File: src/design/odpoc_pkg.sv
package odpoc_pkg;

    // Pin and field widths
    localparam int RANGE_W = 4;
    localparam int PIN_W   = 8;

    // Bit positions inside the synchronised pin bundle
    localparam int PIN_MODE_SELECT = 0;
    localparam int PIN_CLEAR       = 1;
    localparam int PIN_OUT_ENABLE  = 2;
    localparam int PIN_CLEAR_LEVEL = 3;
    localparam int PIN_RANGE_LSB   = 4;

    // Range code bit that steers the active channel (1 = current, 0 = voltage)
    localparam int RANGE_CURRENT_BIT = 3;

    // Reset values of the control register fields
    localparam logic [RANGE_W-1:0] RANGE_RST     = 4'h0;
    localparam logic               OUT_EN_RST    = 1'h0;
    localparam logic               CLR_LEVEL_RST = 1'h0;
    localparam logic [PIN_W-1:0]   PIN_RST       = 8'h00;

    // Level on the mode-select pin that selects hardware mode
    localparam logic MODE_HW_LEVEL = 1'h1;

    // Settling time before the power-up sample, in ns, and its cycle count at 20 MHz
    localparam int CLK_PERIOD_NS  = 50;
    localparam int SETTLE_TIME_NS = 200;
    localparam int SETTLE_CYCLES  = (SETTLE_TIME_NS + CLK_PERIOD_NS - 1) / CLK_PERIOD_NS;
    localparam int SETTLE_CNT_W   = 4;
    localparam logic [SETTLE_CNT_W-1:0] SETTLE_LAST = SETTLE_CNT_W'(SETTLE_CYCLES - 1);

    // Sequencer states
    typedef enum logic [1:0]
    {
        ODPOC_ST_SETTLE,
        ODPOC_ST_SAMPLE,
        ODPOC_ST_SOFT,
        ODPOC_ST_HARD
    } odpoc_state_type;

endpackage

File: src/design/odpoc_sync.sv
`timescale 1ns/10ps
module odpoc_sync
    import odpoc_pkg::*;
(
    input  wire logic                        i_clk,
    input  wire logic                        i_rst_n,
    input  wire logic [odpoc_pkg::PIN_W-1:0] i_async,
    output logic      [odpoc_pkg::PIN_W-1:0] o_sync
);

    genvar gi;

    // Three stages per pin; a change is taken once stages two and three agree
    generate
        for (gi = 0; gi < PIN_W; gi = gi + 1)
        begin : g_bit
            logic meta_r;
            logic stage2_r;
            logic stage3_r;
            logic out_r;

            always_ff @(posedge i_clk or negedge i_rst_n)
            begin
                if (!i_rst_n)
                begin
                    meta_r   <= 1'h0;
                    stage2_r <= 1'h0;
                    stage3_r <= 1'h0;
                end
                else
                begin
                    meta_r   <= i_async[gi];
                    stage2_r <= meta_r;
                    stage3_r <= stage2_r;
                end
            end

            // Filtered level follows only when the two late stages match
            always_ff @(posedge i_clk or negedge i_rst_n)
            begin
                if (!i_rst_n)
                    out_r <= 1'h0;
                else if (stage2_r == stage3_r)
                    out_r <= stage3_r;
            end

            assign o_sync[gi] = out_r;
        end
    endgenerate

endmodule

File: src/design/odpoc_mode_latch.sv
`timescale 1ns/10ps
module odpoc_mode_latch
    import odpoc_pkg::*;
(
    input  wire logic i_clk,
    input  wire logic i_rst_n,
    input  wire logic i_sample,
    input  wire logic i_mode_level,
    input  wire logic i_clear_level,
    output logic      o_hw_mode,
    output logic      o_clear_at_power_up
);

    logic hw_mode_r;
    logic clear_pu_r;

    // Caught once at the power-up sample, then held until the next power cycle
    always_ff @(posedge i_clk or negedge i_rst_n)
    begin
        if (!i_rst_n)
        begin
            hw_mode_r  <= 1'h0;
            clear_pu_r <= 1'h0;
        end
        else if (i_sample)
        begin
            hw_mode_r  <= (i_mode_level == MODE_HW_LEVEL);
            clear_pu_r <= i_clear_level;
        end
    end

    assign o_hw_mode           = hw_mode_r;
    assign o_clear_at_power_up = clear_pu_r;

endmodule

File: src/design/odpoc_top.sv
`timescale 1ns/10ps
module odpoc_top
    import odpoc_pkg::*;
(
    input  wire logic                          i_clk,
    input  wire logic                          i_reset_n,
    input  wire logic                          i_mode_select_pin,
    input  wire logic                          i_clear_pin,
    input  wire logic                          i_output_enable_pin,
    input  wire logic                          i_clear_level_select_pin,
    input  wire logic [odpoc_pkg::RANGE_W-1:0] i_range_select_pins,
    input  wire logic                          i_ctrl_write,
    input  wire logic [odpoc_pkg::RANGE_W-1:0] i_ctrl_range_select,
    input  wire logic                          i_ctrl_output_enable_bit,
    input  wire logic                          i_ctrl_clear_level_select,
    output logic                               o_voltage_output_pin_en,
    output logic                               o_current_output_pin_en,
    output logic                               o_force_zero_volt,
    output logic                               o_clear_active,
    output logic                               o_clear_level,
    output logic      [odpoc_pkg::RANGE_W-1:0] o_range,
    output logic                               o_output_enable_bit,
    output logic                               o_hw_mode,
    output logic                               o_ready
);

    logic                    rst_meta_r;
    logic                    rst_n_r;
    logic [PIN_W-1:0]        pins_async;
    logic [PIN_W-1:0]        pins;
    odpoc_state_type         state_r;
    odpoc_state_type         state_nxt;
    logic [SETTLE_CNT_W-1:0] settle_cnt_r;
    logic                    sample;
    logic                    hw_mode;
    logic                    clear_pu;
    logic [RANGE_W-1:0]      range_r;
    logic                    out_en_r;
    logic                    clr_level_r;
    logic                    enabled_once_r;
    logic                    clear_state_r;
    logic                    clear_now;
    logic                    run_sw;
    logic                    run_hw;
    logic [RANGE_W-1:0]      act_range;
    logic                    act_en;
    logic                    act_clr_level;
    logic                    want_current;
    logic                    v_en_nxt;
    logic                    i_en_nxt;
    logic                    zero_nxt;
    logic                    clr_act_nxt;

    // Reset release through two flip-flops
    always_ff @(posedge i_clk or negedge i_reset_n)
    begin
        if (!i_reset_n)
        begin
            rst_meta_r <= 1'h0;
            rst_n_r    <= 1'h0;
        end
        else
        begin
            rst_meta_r <= 1'h1;
            rst_n_r    <= rst_meta_r;
        end
    end

    // Bundle the asynchronous pins for the synchroniser
    assign pins_async[PIN_MODE_SELECT]                      = i_mode_select_pin;
    assign pins_async[PIN_CLEAR]                            = i_clear_pin;
    assign pins_async[PIN_OUT_ENABLE]                       = i_output_enable_pin;
    assign pins_async[PIN_CLEAR_LEVEL]                      = i_clear_level_select_pin;
    assign pins_async[PIN_RANGE_LSB +: RANGE_W]             = i_range_select_pins;

    odpoc_sync u_sync
    (
        .i_clk   (i_clk),
        .i_rst_n (rst_n_r),
        .i_async (pins_async),
        .o_sync  (pins)
    );

    odpoc_mode_latch u_mode
    (
        .i_clk               (i_clk),
        .i_rst_n             (rst_n_r),
        .i_sample            (sample),
        .i_mode_level        (pins[PIN_MODE_SELECT]),
        .i_clear_level       (pins[PIN_CLEAR]),
        .o_hw_mode           (hw_mode),
        .o_clear_at_power_up (clear_pu)
    );

    // Wait for the pin synchroniser to settle before the power-up sample
    always_ff @(posedge i_clk or negedge rst_n_r)
    begin
        if (!rst_n_r)
            settle_cnt_r <= '0;
        else if (state_r == ODPOC_ST_SETTLE)
            settle_cnt_r <= settle_cnt_r + 1'h1;
    end

    // Power-up sequencer
    always_comb
    begin
        state_nxt = state_r;
        case (state_r)
            ODPOC_ST_SETTLE:
            begin
                if (settle_cnt_r == SETTLE_LAST)
                    state_nxt = ODPOC_ST_SAMPLE;
            end
            ODPOC_ST_SAMPLE:
            begin
                state_nxt = (pins[PIN_MODE_SELECT] == MODE_HW_LEVEL) ? ODPOC_ST_HARD
                                                                     : ODPOC_ST_SOFT;
            end
            ODPOC_ST_SOFT:
                state_nxt = ODPOC_ST_SOFT;
            ODPOC_ST_HARD:
                state_nxt = ODPOC_ST_HARD;
            default:
                state_nxt = ODPOC_ST_SETTLE;
        endcase
    end

    // Sequencer state register
    always_ff @(posedge i_clk or negedge rst_n_r)
    begin
        if (!rst_n_r)
            state_r <= ODPOC_ST_SETTLE;
        else
            state_r <= state_nxt;
    end

    // Phase decodes: sample strobe and the running mode
    assign sample = (state_r == ODPOC_ST_SAMPLE);
    assign run_sw = (state_r == ODPOC_ST_SOFT) && !hw_mode;
    assign run_hw = (state_r == ODPOC_ST_HARD) && hw_mode;

    // Control register: zero at power-on, written only in software mode
    always_ff @(posedge i_clk or negedge rst_n_r)
    begin
        if (!rst_n_r)
        begin
            range_r     <= RANGE_RST;
            out_en_r    <= OUT_EN_RST;
            clr_level_r <= CLR_LEVEL_RST;
        end
        else if (run_sw && i_ctrl_write)
        begin
            range_r     <= i_ctrl_range_select;
            out_en_r    <= i_ctrl_output_enable_bit;
            clr_level_r <= i_ctrl_clear_level_select;
        end
    end

    // Remembers that software has enabled the output at least once
    always_ff @(posedge i_clk or negedge rst_n_r)
    begin
        if (!rst_n_r)
            enabled_once_r <= 1'h0;
        else if (run_sw && i_ctrl_write && i_ctrl_output_enable_bit)
            enabled_once_r <= 1'h1;
    end

    // Clear state: entered by the enabling write, or in hardware mode, with clear high; left on clear low
    assign clear_now = pins[PIN_CLEAR];

    // Clear state register; a low clear pin always wins
    always_ff @(posedge i_clk or negedge rst_n_r)
    begin
        if (!rst_n_r)
            clear_state_r <= 1'h0;
        else if (!clear_now)
            clear_state_r <= 1'h0;
        else if (run_sw && i_ctrl_write && i_ctrl_output_enable_bit)
            clear_state_r <= 1'h1;
        else if (run_hw)
            clear_state_r <= 1'h1;
    end

    // Pick the active settings from pins in hardware mode, register in software
    assign act_range     = run_hw ? pins[PIN_RANGE_LSB +: RANGE_W] : range_r;
    assign act_en        = run_hw ? pins[PIN_OUT_ENABLE] : out_en_r;
    assign act_clr_level = run_hw ? pins[PIN_CLEAR_LEVEL] : clr_level_r;
    assign want_current  = act_range[RANGE_CURRENT_BIT];

    // Channel drive decisions
    always_comb
    begin
        v_en_nxt    = 1'h0;
        i_en_nxt    = 1'h0;
        zero_nxt    = 1'h0;
        clr_act_nxt = 1'h0;
        if (run_sw && !enabled_once_r)
        begin
            // Power-up condition before the first enabling write
            v_en_nxt = clear_pu;
            zero_nxt = clear_pu;
            i_en_nxt = 1'h0;
        end
        else if ((run_sw || run_hw) && act_en)
        begin
            v_en_nxt    = !want_current;
            i_en_nxt    = want_current;
            clr_act_nxt = clear_state_r;
        end
        else
        begin
            v_en_nxt = 1'h0;
            i_en_nxt = 1'h0;
        end
    end

    // Channel drive enables; voltage wins any tie so one channel at most
    always_ff @(posedge i_clk or negedge rst_n_r)
    begin
        if (!rst_n_r)
        begin
            o_voltage_output_pin_en <= 1'h0;
            o_current_output_pin_en <= 1'h0;
        end
        else
        begin
            o_voltage_output_pin_en <= v_en_nxt;
            o_current_output_pin_en <= i_en_nxt && !v_en_nxt;
        end
    end

    // Zero-volt drive held through the power-up condition if clear was high at the power-up sample
    always_ff @(posedge i_clk or negedge rst_n_r)
    begin
        if (!rst_n_r)
            o_force_zero_volt <= 1'h0;
        else
            o_force_zero_volt <= zero_nxt;
    end

    // Clear state and the clear level that goes with it
    always_ff @(posedge i_clk or negedge rst_n_r)
    begin
        if (!rst_n_r)
        begin
            o_clear_active <= 1'h0;
            o_clear_level  <= 1'h0;
        end
        else
        begin
            o_clear_active <= clr_act_nxt;
            o_clear_level  <= act_clr_level;
        end
    end

    // Active range and the readback of the software enable bit
    always_ff @(posedge i_clk or negedge rst_n_r)
    begin
        if (!rst_n_r)
        begin
            o_range             <= RANGE_RST;
            o_output_enable_bit <= OUT_EN_RST;
        end
        else
        begin
            o_range             <= act_range;
            o_output_enable_bit <= out_en_r;
        end
    end

    // Sampled mode and the ready flag
    always_ff @(posedge i_clk or negedge rst_n_r)
    begin
        if (!rst_n_r)
        begin
            o_hw_mode <= 1'h0;
            o_ready   <= 1'h0;
        end
        else
        begin
            o_hw_mode <= hw_mode;
            o_ready   <= run_sw || run_hw;
        end
    end

endmodule

File: config.mk
export PLATFORM = sky130hd
export DESIGN_NAME = odpoc_top
export DESIGN_NICKNAME = d
export VERILOG_FILES = /design/src/design/odpoc_pkg.sv /design/src/design/odpoc_sync.sv /design/src/design/odpoc_mode_latch.sv /design/src/design/odpoc_top.sv
export SDC_FILE = /design/constraint.sdc
export NUM_CORES = 1
export LEC_CHECK = 0
export BUFFER_PORTS_ARGS = -buffer_cell sky130_fd_sc_hd__buf_2
export CORE_ASPECT_RATIO = 0.6
export CORE_MARGIN = 4
export CORE_UTILIZATION = 27
export DETAILED_ROUTE_END_ITERATION = 8
export GPL_ROUTABILITY_DRIVEN = 0
export PLACE_DENSITY_LB_ADDON = 0.25
export SETUP_SLACK_MARGIN = 0.2
export SYNTH_ARGS = -nofsm -noshare
export SYNTH_HDL_FRONTEND = slang
export SYNTH_SLANG_ARGS = --single-unit
File: constraint.sdc
create_clock -name i_clk -period 1.9 [get_ports i_clk]
set_clock_uncertainty 0.05 [all_clocks]
set_input_delay 0.19 -clock i_clk [delete_from_list [all_inputs] [get_ports i_clk]]
set_output_delay 0.19 -clock i_clk [all_outputs]
set_load 0.01 [all_outputs]
# ---- After elaboration in Yosys (flattened, before gate mapping)
# Cells that the tools add are included.
dict set report word_totals {
  register_bits 62
  output_inout_bits 12
  word_cells 96
}
dict set report op_classes {
  addsub 1
  n_eq_ne 14
  muxes 16
  n_reduce_logical 13
}
# operator count
set op_table {}
lappend op_table {{$mux 1} 13}
lappend op_table {{$eq 1x1->1} 8}
lappend op_table {{$pmux 2 s4} 1}
lappend op_table {{$logic_and 1x1->1} 7}
lappend op_table {{$add 4x1->4 const B} 1}
lappend op_table {{$eq 2x2->1 const B} 2}
lappend op_table {{$eq 4x2->1 const B} 1}
lappend op_table {{$logic_not 1->1} 4}
lappend op_table {{$mux 4} 1}
lappend op_table {{$ne 3x3->1 const B} 1}
lappend op_table {{$eq 2x1->1 const B} 1}
lappend op_table {{$logic_not 2->1} 1}
lappend op_table {{$mux 2} 1}
lappend op_table {{$ne 2x1->1 const B} 1}
lappend op_table {{$logic_or 1x1->1} 1}

# ---- Depth between registers and ports, before layout
# Gate-level depths: netlist of the first run.
dict set report logic_depth {
  depth_word 8
  ltp_mapped 4
  ltp_nobuf 3
}

# ---- Cells and area by module
# From an unflattened synthesis of the first run, not the netlist that was laid out.
dict set report unflattened {
  cells_unflattened 123
  area_unflattened_um2 2075.7
}
# module instances cells_per_inst area_each_um2 seq_area_each_um2
set modules_own_cells {}
lappend modules_own_cells {odpoc_top 1 71 1052.3 700.7}
lappend modules_own_cells {odpoc_sync 1 48 950.9 800.8}
lappend modules_own_cells {odpoc_mode_latch 1 4 72.6 50.0}

# ---- Least setup slack after synthesis of the first run
# OpenSTA, ideal clock, no wires.
dict set report synth_timing {
  path_kind {register to register}
  startpoint {register state_r[0]}
  endpoint {register clr_level_r}
  setup_ns 0.125
  arrival_ns 1.233
  t_required_ns 1.725
  setup_slack_ns 0.492
  stages_incl_launch_ff 4
  cell_sequence {dfrtp_1 > nor4bb_1 > buf_4 > mux2_2}
}
dict set report synth_via {
  elab_chain_cells 3
}
# item line_no
set synth_rtl {}
lappend synth_rtl {{start: declaration} odpoc_top.sv:31} ;# odpoc_state_type state_r;
lappend synth_rtl {{start signal: assignment} odpoc_top.sv:134} ;# state_r <= state_nxt;
lappend synth_rtl {{$eq 2x2->1} odpoc_top.sv:139} ;# assign run_sw = (state_r == ODPOC_ST_SOFT) && !hw_mode;
lappend synth_rtl {{$logic_and 1x1->1} odpoc_top.sv:139}
lappend synth_rtl {{$logic_and 1x1->1} odpoc_top.sv:151} ;# else if (run_sw && i_ctrl_write)
lappend synth_rtl {{end signal: assignment} odpoc_top.sv:155} ;# clr_level_r <= i_ctrl_clear_level_select;
lappend synth_rtl {{end: declaration} odpoc_top.sv:39} ;# logic clr_level_r;
# No other way between the ends.
# A chain may end at the register's enable or synchronous reset.

# ---- Final worst setup path of the first run
dict set report layout_timing {
  startpoint {register state_r[0]}
  endpoint {register range_r[1]}
}
dict set report layout_via {
  elab_chain_cells 3
}
# item line_no
set layout_rtl {}
lappend layout_rtl {{$eq 2x2->1} odpoc_top.sv:139}
lappend layout_rtl {{$logic_and 1x1->1} odpoc_top.sv:139}
lappend layout_rtl {{$logic_and 1x1->1} odpoc_top.sv:151}
lappend layout_rtl {{end signal: assignment} odpoc_top.sv:153} ;# range_r <= i_ctrl_range_select;
lappend layout_rtl {{end: declaration} odpoc_top.sv:37} ;# logic [RANGE_W-1:0] range_r;
# No other way between the ends.

==> flow_summary_export.csv, run 1 <==
group,metric,value,unit
status,status,"finished, final reports clean",
yosys,yosysSeqAreaShare,77.5,%
clocking,cts_inserted_buffers,9,
yosys,yosysWarningCount,0,
routing,num_vias,1051,
yosys,ys_ff_latch,62,
finish,final_core_util,37.2,%
pwr,p_leak,1.23,nW
placement,pre_cts_ws,0.395,ns
min_path,hold_class,"in -> reg",
timing,worst_slack,0.402,ns
global_routing,grt_pass1_vias,1190,
timing,rsz0062_at_grt,"false",
floorplan,start_util,27.7,%
placement,placedCellCount,249,
pwr,vdd_ir_drop_max,545,µV
pwr,intPower,2.67,mW
worst_setup_path,path_max_fanout,9,
clocking,cts.sinks,62,
floorplan,core.rowCount,24,
pwr,powerDensity,1260,mW/mm²
routing,first_pass_iters,3,
worst_setup_path,path_class,"reg -> reg",
clocking,cts-root-buf,"clkbuf_16",
global_routing,overflow,0,
floorplan,die-width,119,µm
worst_setup_path,critPathLaunchType,"flop",
timing,slew_viol_final,0,
pwr,p_total,3.38,mW
pwr,pwr-share-clk,47.6,%
pwr,swShare,21.1,%
timing,timing.final.crit_share,78.8,%
clocking,clock_path_buffers,2,
min_path,worstHoldStart,"i_ctrl_range_select[2]",
timing,min_period,1.50,ns
clocking,clkLatencyLatePin,0.33,ns
pwr,pwr-share-comb,7.6,%
placement,dp_hpwl,2320,µm
clocking,h-tree-depth,3,
yosys,syn-instance-count,116,
timing,setup_violations,0,
worst_setup_path,crit_required,2.06,ns
routing,ant_nets,0,
floorplan,die_area,0.00891,mm²
worst_setup_path,end_kind,"flop",
pwr,net-switching-power,0.714,mW
finish,antennaDiodeCount,0,
yosys,synth.distinct_cells,27,
routing,drcViolationCount,0,
routing,wl,3420,µm
worst_setup_path,cp.arrival,1.66,ns
global_routing,grt_usage,9.43,%
placement,io_buffers,28,
yosys,synth_fp_nets,134,
job,cap_violations,0,
timing,hold_ws,0.0475,ns
floorplan,core-area,0.00724,mm²
placement,post_dp_cell_area,0.00230,mm²
timing,clock.fmax,0.668,GHz
finish,fillerInstances,690,
finish,stdcell_count,274,
yosys,syn_area,0.00200,mm²
finish,final_nets,183,
routing,drtIter0Drc,32,
yosys,syn_avg_cell_area,17.3,µm²
clocking,cts_tree,"done",
worst_setup_path,r2r-start,"state_r[0]",
global_routing,grt_pass1_wl,5920,µm
clocking,post_cts_resized,0,
pwr,seq_power_share,44.8,%
routing,drt-vias-per-instance,3.84,
global_routing,grt_max_degree,61,
timing,final.setup.tns,0,ns
clocking,clk_pin_slew,0.05,ns
timing,final-hold-violation-count,0,
routing,wire_per_inst,12.5,µm
floorplan,io_pins,29,
floorplan,die-height,74.7,µm
worst_setup_path,crit_path_start,"state_r[0]",
finish,area_growth,34.4,%
global_routing,grt_antenna_before_repair,0,
finish,drive_gt1_share,37.1,%
finish,fin_area,0.00269,mm²
## power by group through the flow
stage,Sequential (mW),Combinational [mW],Clock (mW)
2_1_floorplan,1.56,0.109,0
3_3_place_gp,1.53,0.245,0
3_5_place_dp,1.54,0.251,0
4_1_cts,1.52,0.267,1.66
5_1_grt,1.53,0.292,1.72
6_report,1.51,0.258,1.61
## synth_stat cells
cell type  number  area [µm²]
ha_1            1        12.5
dfrtp_1        62        1550
conb_1          1        3.75
o21ai_0         4        20.0
nand2_4         1        11.3
inv_1           4        15.0
mux2_2         11         124
nand2_1         2        7.51
and2_1          1        6.26
xor2_1          1        8.76
nor2_1          3        11.3
o31ai_1         1        7.51
and4bb_2        1        12.5
a31oi_1         1        6.26
nor4bb_1        1        10.0
buf_4           1        7.51
nor2b_1         1        6.26
and3_1          1        6.26
and4b_2         1        11.3
nand2b_1        2        12.5
xnor2_1         2        17.5
mux2_4          1        15.0
o21bai_1        1        7.51
o21a_1          1        7.51
nand3_4         1        17.5
nand4_1         1        6.26
maj3_1          8        80.1
## worst paths after layout
kind	endpoint	slack [ns]	depth (start not counted)
worst max-delay path	range_r[1]	0.40	3
min in group asynchronous	rst_meta_r	0.13	2
max in group asynchronous	u_sync.g_bit[1].meta_r	1.33	1
worst max register to register	range_r[1]	0.40	3
worst min register to register	u_sync.g_bit[4].stage2_r	0.21	1
worst min-delay path	range_r[2]	0.05	2
## kinds of logic (layout without fill, tap and decap cells)
family / after synthesis / count (layout) / synth area share [%]
adders and majority gates: 9 / 9 / 4.62
other: 1 / 1 / 0.187
DFF: 62 / 62 / 77.5
muxes: 12 / 12 / 6.93
buffers and inverters: 5 / 59 / 1.12
and+or+nand+nor: 16 / 16 / 5.93
AOI/OAI and AO/OA: 8 / 8 / 2.44
xor gates and xnor gates: 3 / 3 / 1.31
## critical path, cell delays in order, from the launching register on
cell      delay [ns]
dfrtp_1         0.47
nor4bb_2        0.31
buf_4           0.21
mux2_2          0.34
## repair_timing
action,CTS,global route
hold endpoints to repair,10,0
hold buffers,9,0
buffers inserted,0,0
## cell usage in the layout, fill, tap and decap left out, types with 2 or more instances in the layout
cell type       n
dlygate4sd3_1   9
o21ai_0         4
nand2b_1        2
nor2_1          3
mux2_2         11
inv_1           4
dfrtp_1        61
nand2_1         2
clkbuf_8        2
xnor2_1         2
clkinv_2        3
maj3_1          8
clkbuf_16       9
buf_2          28
## flip-flops by register name (all words and copies together) (netlist names), 2 cells and up
signal	flops
u_sync.g_bit.out_r	8
u_sync.g_bit.meta_r	8
range_r	4
settle_cnt_r	4
u_sync.g_bit.stage2_r	8
state_r	2
u_sync.g_bit.stage3_r	8
o_range	4
## layout make-up
class	count	area [µm²]	share of cell area, %
flip-flops and latches	62	1550	57.7
multi-input cells	49	435	16.2
repair buffers	39	258	9.57
clock buffers	12	256	9.53
well taps	104	130	4.83
clock inverters	4	45.0	1.67
inverters	4	15.0	0.558
## layer usage
metal / track usage (%) / share of wire, % / up-vias
met3: 7.66 / 11 / 6
met5: 0 / 0 / -
li1: - / - / 489
met2: 12.6 / 39 / 35
met1: 10.8 / 48 / 521
met4: 4.62 / 1.7 / 0
(Power assumes the default switching activity.)
==> inputs of run 2 (changes only) <==
ABC_AREA = 1   (was unset)
clock period = 1.3 ns   (was 1.9 ns; I/O delays follow)
==> flow_summary_export.csv, run 2 <==
group,metric,value,unit
status,status,"finished, final reports clean",
yosys,yosysTopAreaCellShare,76.4,%
worst_setup_path,slowest_stage,"dfrtp_2",
floorplan,die-width,120,µm
pwr,vdd_ir_drop_max,965,µV
timing,final-hold-violation-count,0,
yosys,synth_common_cells,"dfrtp_1, nand2_1, inv_1",
global_routing,grt_antenna_before_repair,0,
worst_setup_path,crit_required,1.46,ns
finish,final_nets,229,
yosys,yosysMostFrequentCell,"dfrtp_1",
finish,area_growth,45.1,%
routing,num_vias,1207,
routing,ant_nets,0,
clocking,cts.sinks,62,
floorplan,core.rowCount,24,
finish,final_common_cell,"dfrtp_1",
finish,fin_area,0.00295,mm²
timing,hold_ws,0.0538,ns
yosys,synth_fp_nets,161,
floorplan,io_pins,29,
timing,rsz0062_at_grt,"true",
timing,worst_slack,0.0768,ns
routing,wire_per_inst,11.4,µm
yosys,ys_ff_latch,62,
clocking,clock_path_buffers,2,
floorplan,die-height,75.2,µm
yosys,ys_top_cells_by_area,"dfrtp_1, nand2_1, maj3_1, mux2_2, inv_1",
global_routing,grt_pass1_wl,6110,µm
worst_setup_path,crit_buf_inv,1,
timing,setup_violations,0,
timing,slew_viol_final,0,
placement,io_buffers,28,
clocking,cts_inserted_buffers,9,
routing,wl,3650,µm
timing,min_period,1.22,ns
worst_setup_path,slowest_delay,0.48,ns
worst_setup_path,critPathLaunchType,"flop",
yosys,synth.distinct_cells,22,
timing,timing.final.crit_share,94.1,%
finish,stdcell_count,320,
clocking,h-tree-depth,3,
placement,post_dp_cell_area,0.00235,mm²
global_routing,grt_pass1_vias,1225,
yosys,synth-main-ff-cell,"dfrtp_1",
yosys,syn_avg_cell_area,14.2,µm²
placement,pre_cts_ws,-0.0175,ns
clocking,clk_pin_slew,0.05,ns
global_routing,grt_usage,9.48,%
placement,placedCellCount,279,
yosys,synth_edf_count,0,
yosys,syn-instance-count,143,
job,cap_violations,0,
routing,drt-vias-per-instance,3.77,
clocking,cts-root-buf,"clkbuf_16",
clocking,clkLatencyLatePin,0.33,ns
floorplan,core-area,0.00730,mm²
worst_setup_path,path_class,"reg -> reg",
min_path,hold_class,"in -> async",
routing,drcViolationCount,0,
worst_setup_path,cp.arrival,1.38,ns
yosys,synth_top_area_cell,"dfrtp_1",
worst_setup_path,end_kind,"flop",
yosys,yosysWarningCount,0,
pwr,p_leak,1.40,nW
worst_setup_path,cpLargestDelayFamily,"flip-flops",
global_routing,grt_max_degree,29,
yosys,yosysSeqAreaShare,76.4,%
global_routing,overflow,0,
timing,final.setup.tns,0,ns
floorplan,start_util,27.8,%
worst_setup_path,path_max_fanout,8,
finish,layout_common_cells,"dfrtp_1, buf_2, nand2_1",
placement,dp_hpwl,2400,µm
yosys,async_flop_share,100,%
worst_setup_path,r2r-start,"state_r[1]",
worst_setup_path,crit_path_start,"state_r[1]",
finish,antennaDiodeCount,0,
pwr,powerDensity,1670,mW/mm²
timing,clock.fmax,0.818,GHz
floorplan,die_area,0.00902,mm²
routing,drtIter0Drc,56,
finish,drive_gt1_share,39.8,%
yosys,syn_area,0.00203,mm²
worst_setup_path,cp_cell_sequence,"nand3_4, buf_12, mux2_2",
clocking,cts_tree,"done",
routing,first_pass_iters,4,
## run 2: changes by cell type in the layout (fill, tap and decap cells not counted), moves of 4 or more
cell	delta
nand2_2	+10
dlygate4sd3_1	+6
inv_1	+4
nand2_1	+22
mux2_2	-7
buf_6	+6
buf_4	+6
## run 2: cell families after synthesis
logic type      synth area share (%)
simple gates                    11.6
other cells                    0.185
buf+inv                         2.40
mux                             2.22
flops                           76.4
compound gates                  1.35
xor+xnor                        1.29
fa+ha+maj                       4.56
## run 2: layout make-up
type                    instances  area, µm²
fillers                       698       4350
flip-flops and latches         62       1560
multi-input cells              69        480
repair buffers                 58        450
clock buffers                  12        236
well taps                     104        130
clock inverters                 4       47.5
inverters                      11       43.8
## run 2: worst paths after layout
| check | endpoint | slack, ns | cells after the start |
|---|---|---|---|
| worst max-delay path | o_range[0] | 0.08 | 3 |
| worst min-delay path | rst_n_r | 0.05 | 2 |
| worst max register to register | o_range[0] | 0.08 | 3 |
| worst min register to register | u_sync.g_bit[7].meta_r | 0.20 | 0 |
| max in group asynchronous | u_mode.o_hw_mode | 0.52 | 1 |
| min in group i_clk | enabled_once_r | 0.22 | 5 |
## run 2: repair_timing
| action | CTS | global route |
|---|---|---|
| hold endpoints to repair | 17 | 0 |
| setup endpoints to repair | 22 | 22 |
| gates resized for setup | 15 | 6 |
| setup buffers | 6 | 4 |
| pin swaps | 3 | 4 |
| hold buffers | 15 | 0 |
## run 2: per-stage QoR
stage                     utilization [%]  power (mW)
after floorplan                         -        2.43
after global placement               32.2        2.59
after detailed placement             32.2        2.60
after CTS                            39.4        5.00
after global routing                 40.4        5.17
final                                40.4        4.93
## run 2: per-layer routing
layer	track usage, %	wire length [µm]	up-vias	part of all wire [%]
met1	12.2	1810	572	50
li1	-	-	598	-
met5	0	0	-	0
met3	6.46	261	6	7.1
met2	12.2	1520	31	42
met4	4.19	58	0	1.6
## run 2: power by group
group / switching [mW] / internal (mW)
sequential: 0.104 / 2.11
combinational: 0.209 / 0.237
clock: 0.793 / 1.47
total: 1.11 / 3.82
==> inputs of run 3 (changes only) <==
CORE_UTILIZATION = 40   (was 27)
SLEW_MARGIN = 20   (was unset)
==> flow_summary_export.csv, run 3 (synthesis results as in run 2) <==
group,metric,value,unit
routing,num_vias,1223,
min_path,hold_class,"in -> async",
worst_setup_path,cp.arrival,1.41,ns
finish,layout_common_cells,"dfrtp_1, buf_2, nand2_1",
pwr,swShare,21.2,%
placement,post_dp_cell_area,0.00230,mm²
floorplan,die-width,100,µm
global_routing,overflow,0,
routing,drcViolationCount,0,
job,cap_violations,0,
placement,dp_hpwl,2250,µm
worst_setup_path,end_kind,"flop",
timing,rsz0062_at_grt,"true",
pwr,pwr-share-clk,43.1,%
pwr,powerDensity,1650,mW/mm²
pwr,net-switching-power,0.978,mW
routing,drt-vias-per-instance,4.42,
routing,drtIter0Drc,45,
floorplan,core-area,0.00473,mm²
finish,drive_gt1_share,39.3,%
clocking,cts-root-buf,"clkbuf_8",
routing,ant_nets,0,
worst_setup_path,crit_required,1.47,ns
timing,final-hold-violation-count,0,
routing,wire_per_inst,12.5,µm
timing,slew_viol_final,0,
worst_setup_path,path_class,"reg -> reg",
routing,wl,3460,µm
global_routing,grt_pass1_vias,1249,
floorplan,start_util,43.0,%
finish,fin_area,0.00281,mm²
routing,first_pass_iters,4,
clocking,clkLatencyLatePin,0.33,ns
floorplan,die_area,0.00632,mm²
global_routing,grt_pass1_wl,5830,µm
timing,min_period,1.24,ns
placement,placedCellCount,236,
finish,stdcell_count,277,
clocking,clock_path_buffers,2,
floorplan,core.rowCount,19,
global_routing,grt_max_degree,25,
finish,final_core_util,59.3,%
placement,io_buffers,28,
status,status,"finished, final reports clean",
finish,area_growth,38.1,%
pwr,p_leak,1.36,nW
pwr,pwr-share-comb,9.1,%
pwr,vdd_ir_drop_max,931,µV
clocking,cts.sinks,62,
finish,final_common_cell,"dfrtp_1",
finish,final_nets,227,
worst_setup_path,critPathLaunchType,"flop",
pwr,intPower,3.64,mW
floorplan,die-height,63.2,µm
floorplan,io_pins,29,
timing,timing.final.crit_share,95.2,%
pwr,seq_power_share,47.8,%
worst_setup_path,path_max_fanout,6,
clocking,clk_pin_slew,0.07,ns
global_routing,grt_antenna_before_repair,0,
finish,antennaDiodeCount,0,
clocking,h-tree-depth,3,
clocking,cts_inserted_buffers,9,
clocking,cts_tree,"done",
timing,clock.fmax,0.808,GHz
global_routing,grt_usage,12.4,%
timing,setup_violations,0,
## run 3: critical path, stage by stage (launching register included)
cell,delay (ns)
dfrtp_2,0.46
buf_4,0.16
nor2_4,0.15
nand2_2,0.08
o31ai_1,0.23
## run 3: final timing paths
path	from	to	slack, ns	depth (start not counted)
min in group i_clk	i_ctrl_write	out_en_r	0.18	5
worst max-delay path	state_r[0]	state_r[0]	0.06	4
max in group asynchronous	rst_n_r	u_mode.o_hw_mode	0.59	1
worst min register to register	rst_n_r	u_sync.g_bit[2].stage3_r	0.18	0
worst min-delay path	i_reset_n	rst_n_r	0.05	2
worst max register to register	state_r[0]	state_r[0]	0.06	4
## run 3: what timing repair did
item / in CTS / in global routing
buffers inserted: 7 / 3
pin swaps: 2 / 6
resized for setup: 5 / 10
endpoints found under the setup margin: 22 / 23
hold buffers: 15 / 0
hold endpoints to repair: 16 / 0
## run 3: power by group through the flow
stage	combinational, mW	clock, mW	sequential [mW]
6_report	0.420	1.99	2.21
5_1_grt	0.470	2.12	2.24
4_1_cts	0.408	2.04	2.21
3_5_place_dp	0.350	0	2.24
3_3_place_gp	0.339	0	2.24
2_1_floorplan	0.163	0	2.26
## run 3: metrics by stage
step / hold slack, ns / TNS [ns] / worst slack, ns / power (mW)
global route: 0.0533 / -0.0160 / -0.0160 / 4.83
finish: 0.0482 / 0 / 0.0621 / 4.62
floorplan: -0.216 / 0 / 0.193 / 2.43
global placement: -0.136 / 0 / 0.0466 / 2.57
detailed placement: -0.133 / -0.0332 / -0.0332 / 2.59
CTS: 0.0299 / 0 / 0.0878 / 4.66
## run 3: area by class of cell
cell class                      instances  area [µm²]
Clock buffer                           12         145
Fill cell                             377        1920
Tap cell                               63        78.8
Sequential cell                        62        1560
Multi-Input combinational cell         69         468
Clock inverter                          4        95.1
Inverter                               11        43.8
Timing Repair Buffer                   56         417
## run 3: per-layer routing
layer	up-vias	GRT usage (%)	share of wire, %
li1	588	-	-
met1	591	15.4	44
met2	34	17.9	47
met3	10	6.28	7.0
met4	0	6.05	2.2
met5	-	0	0
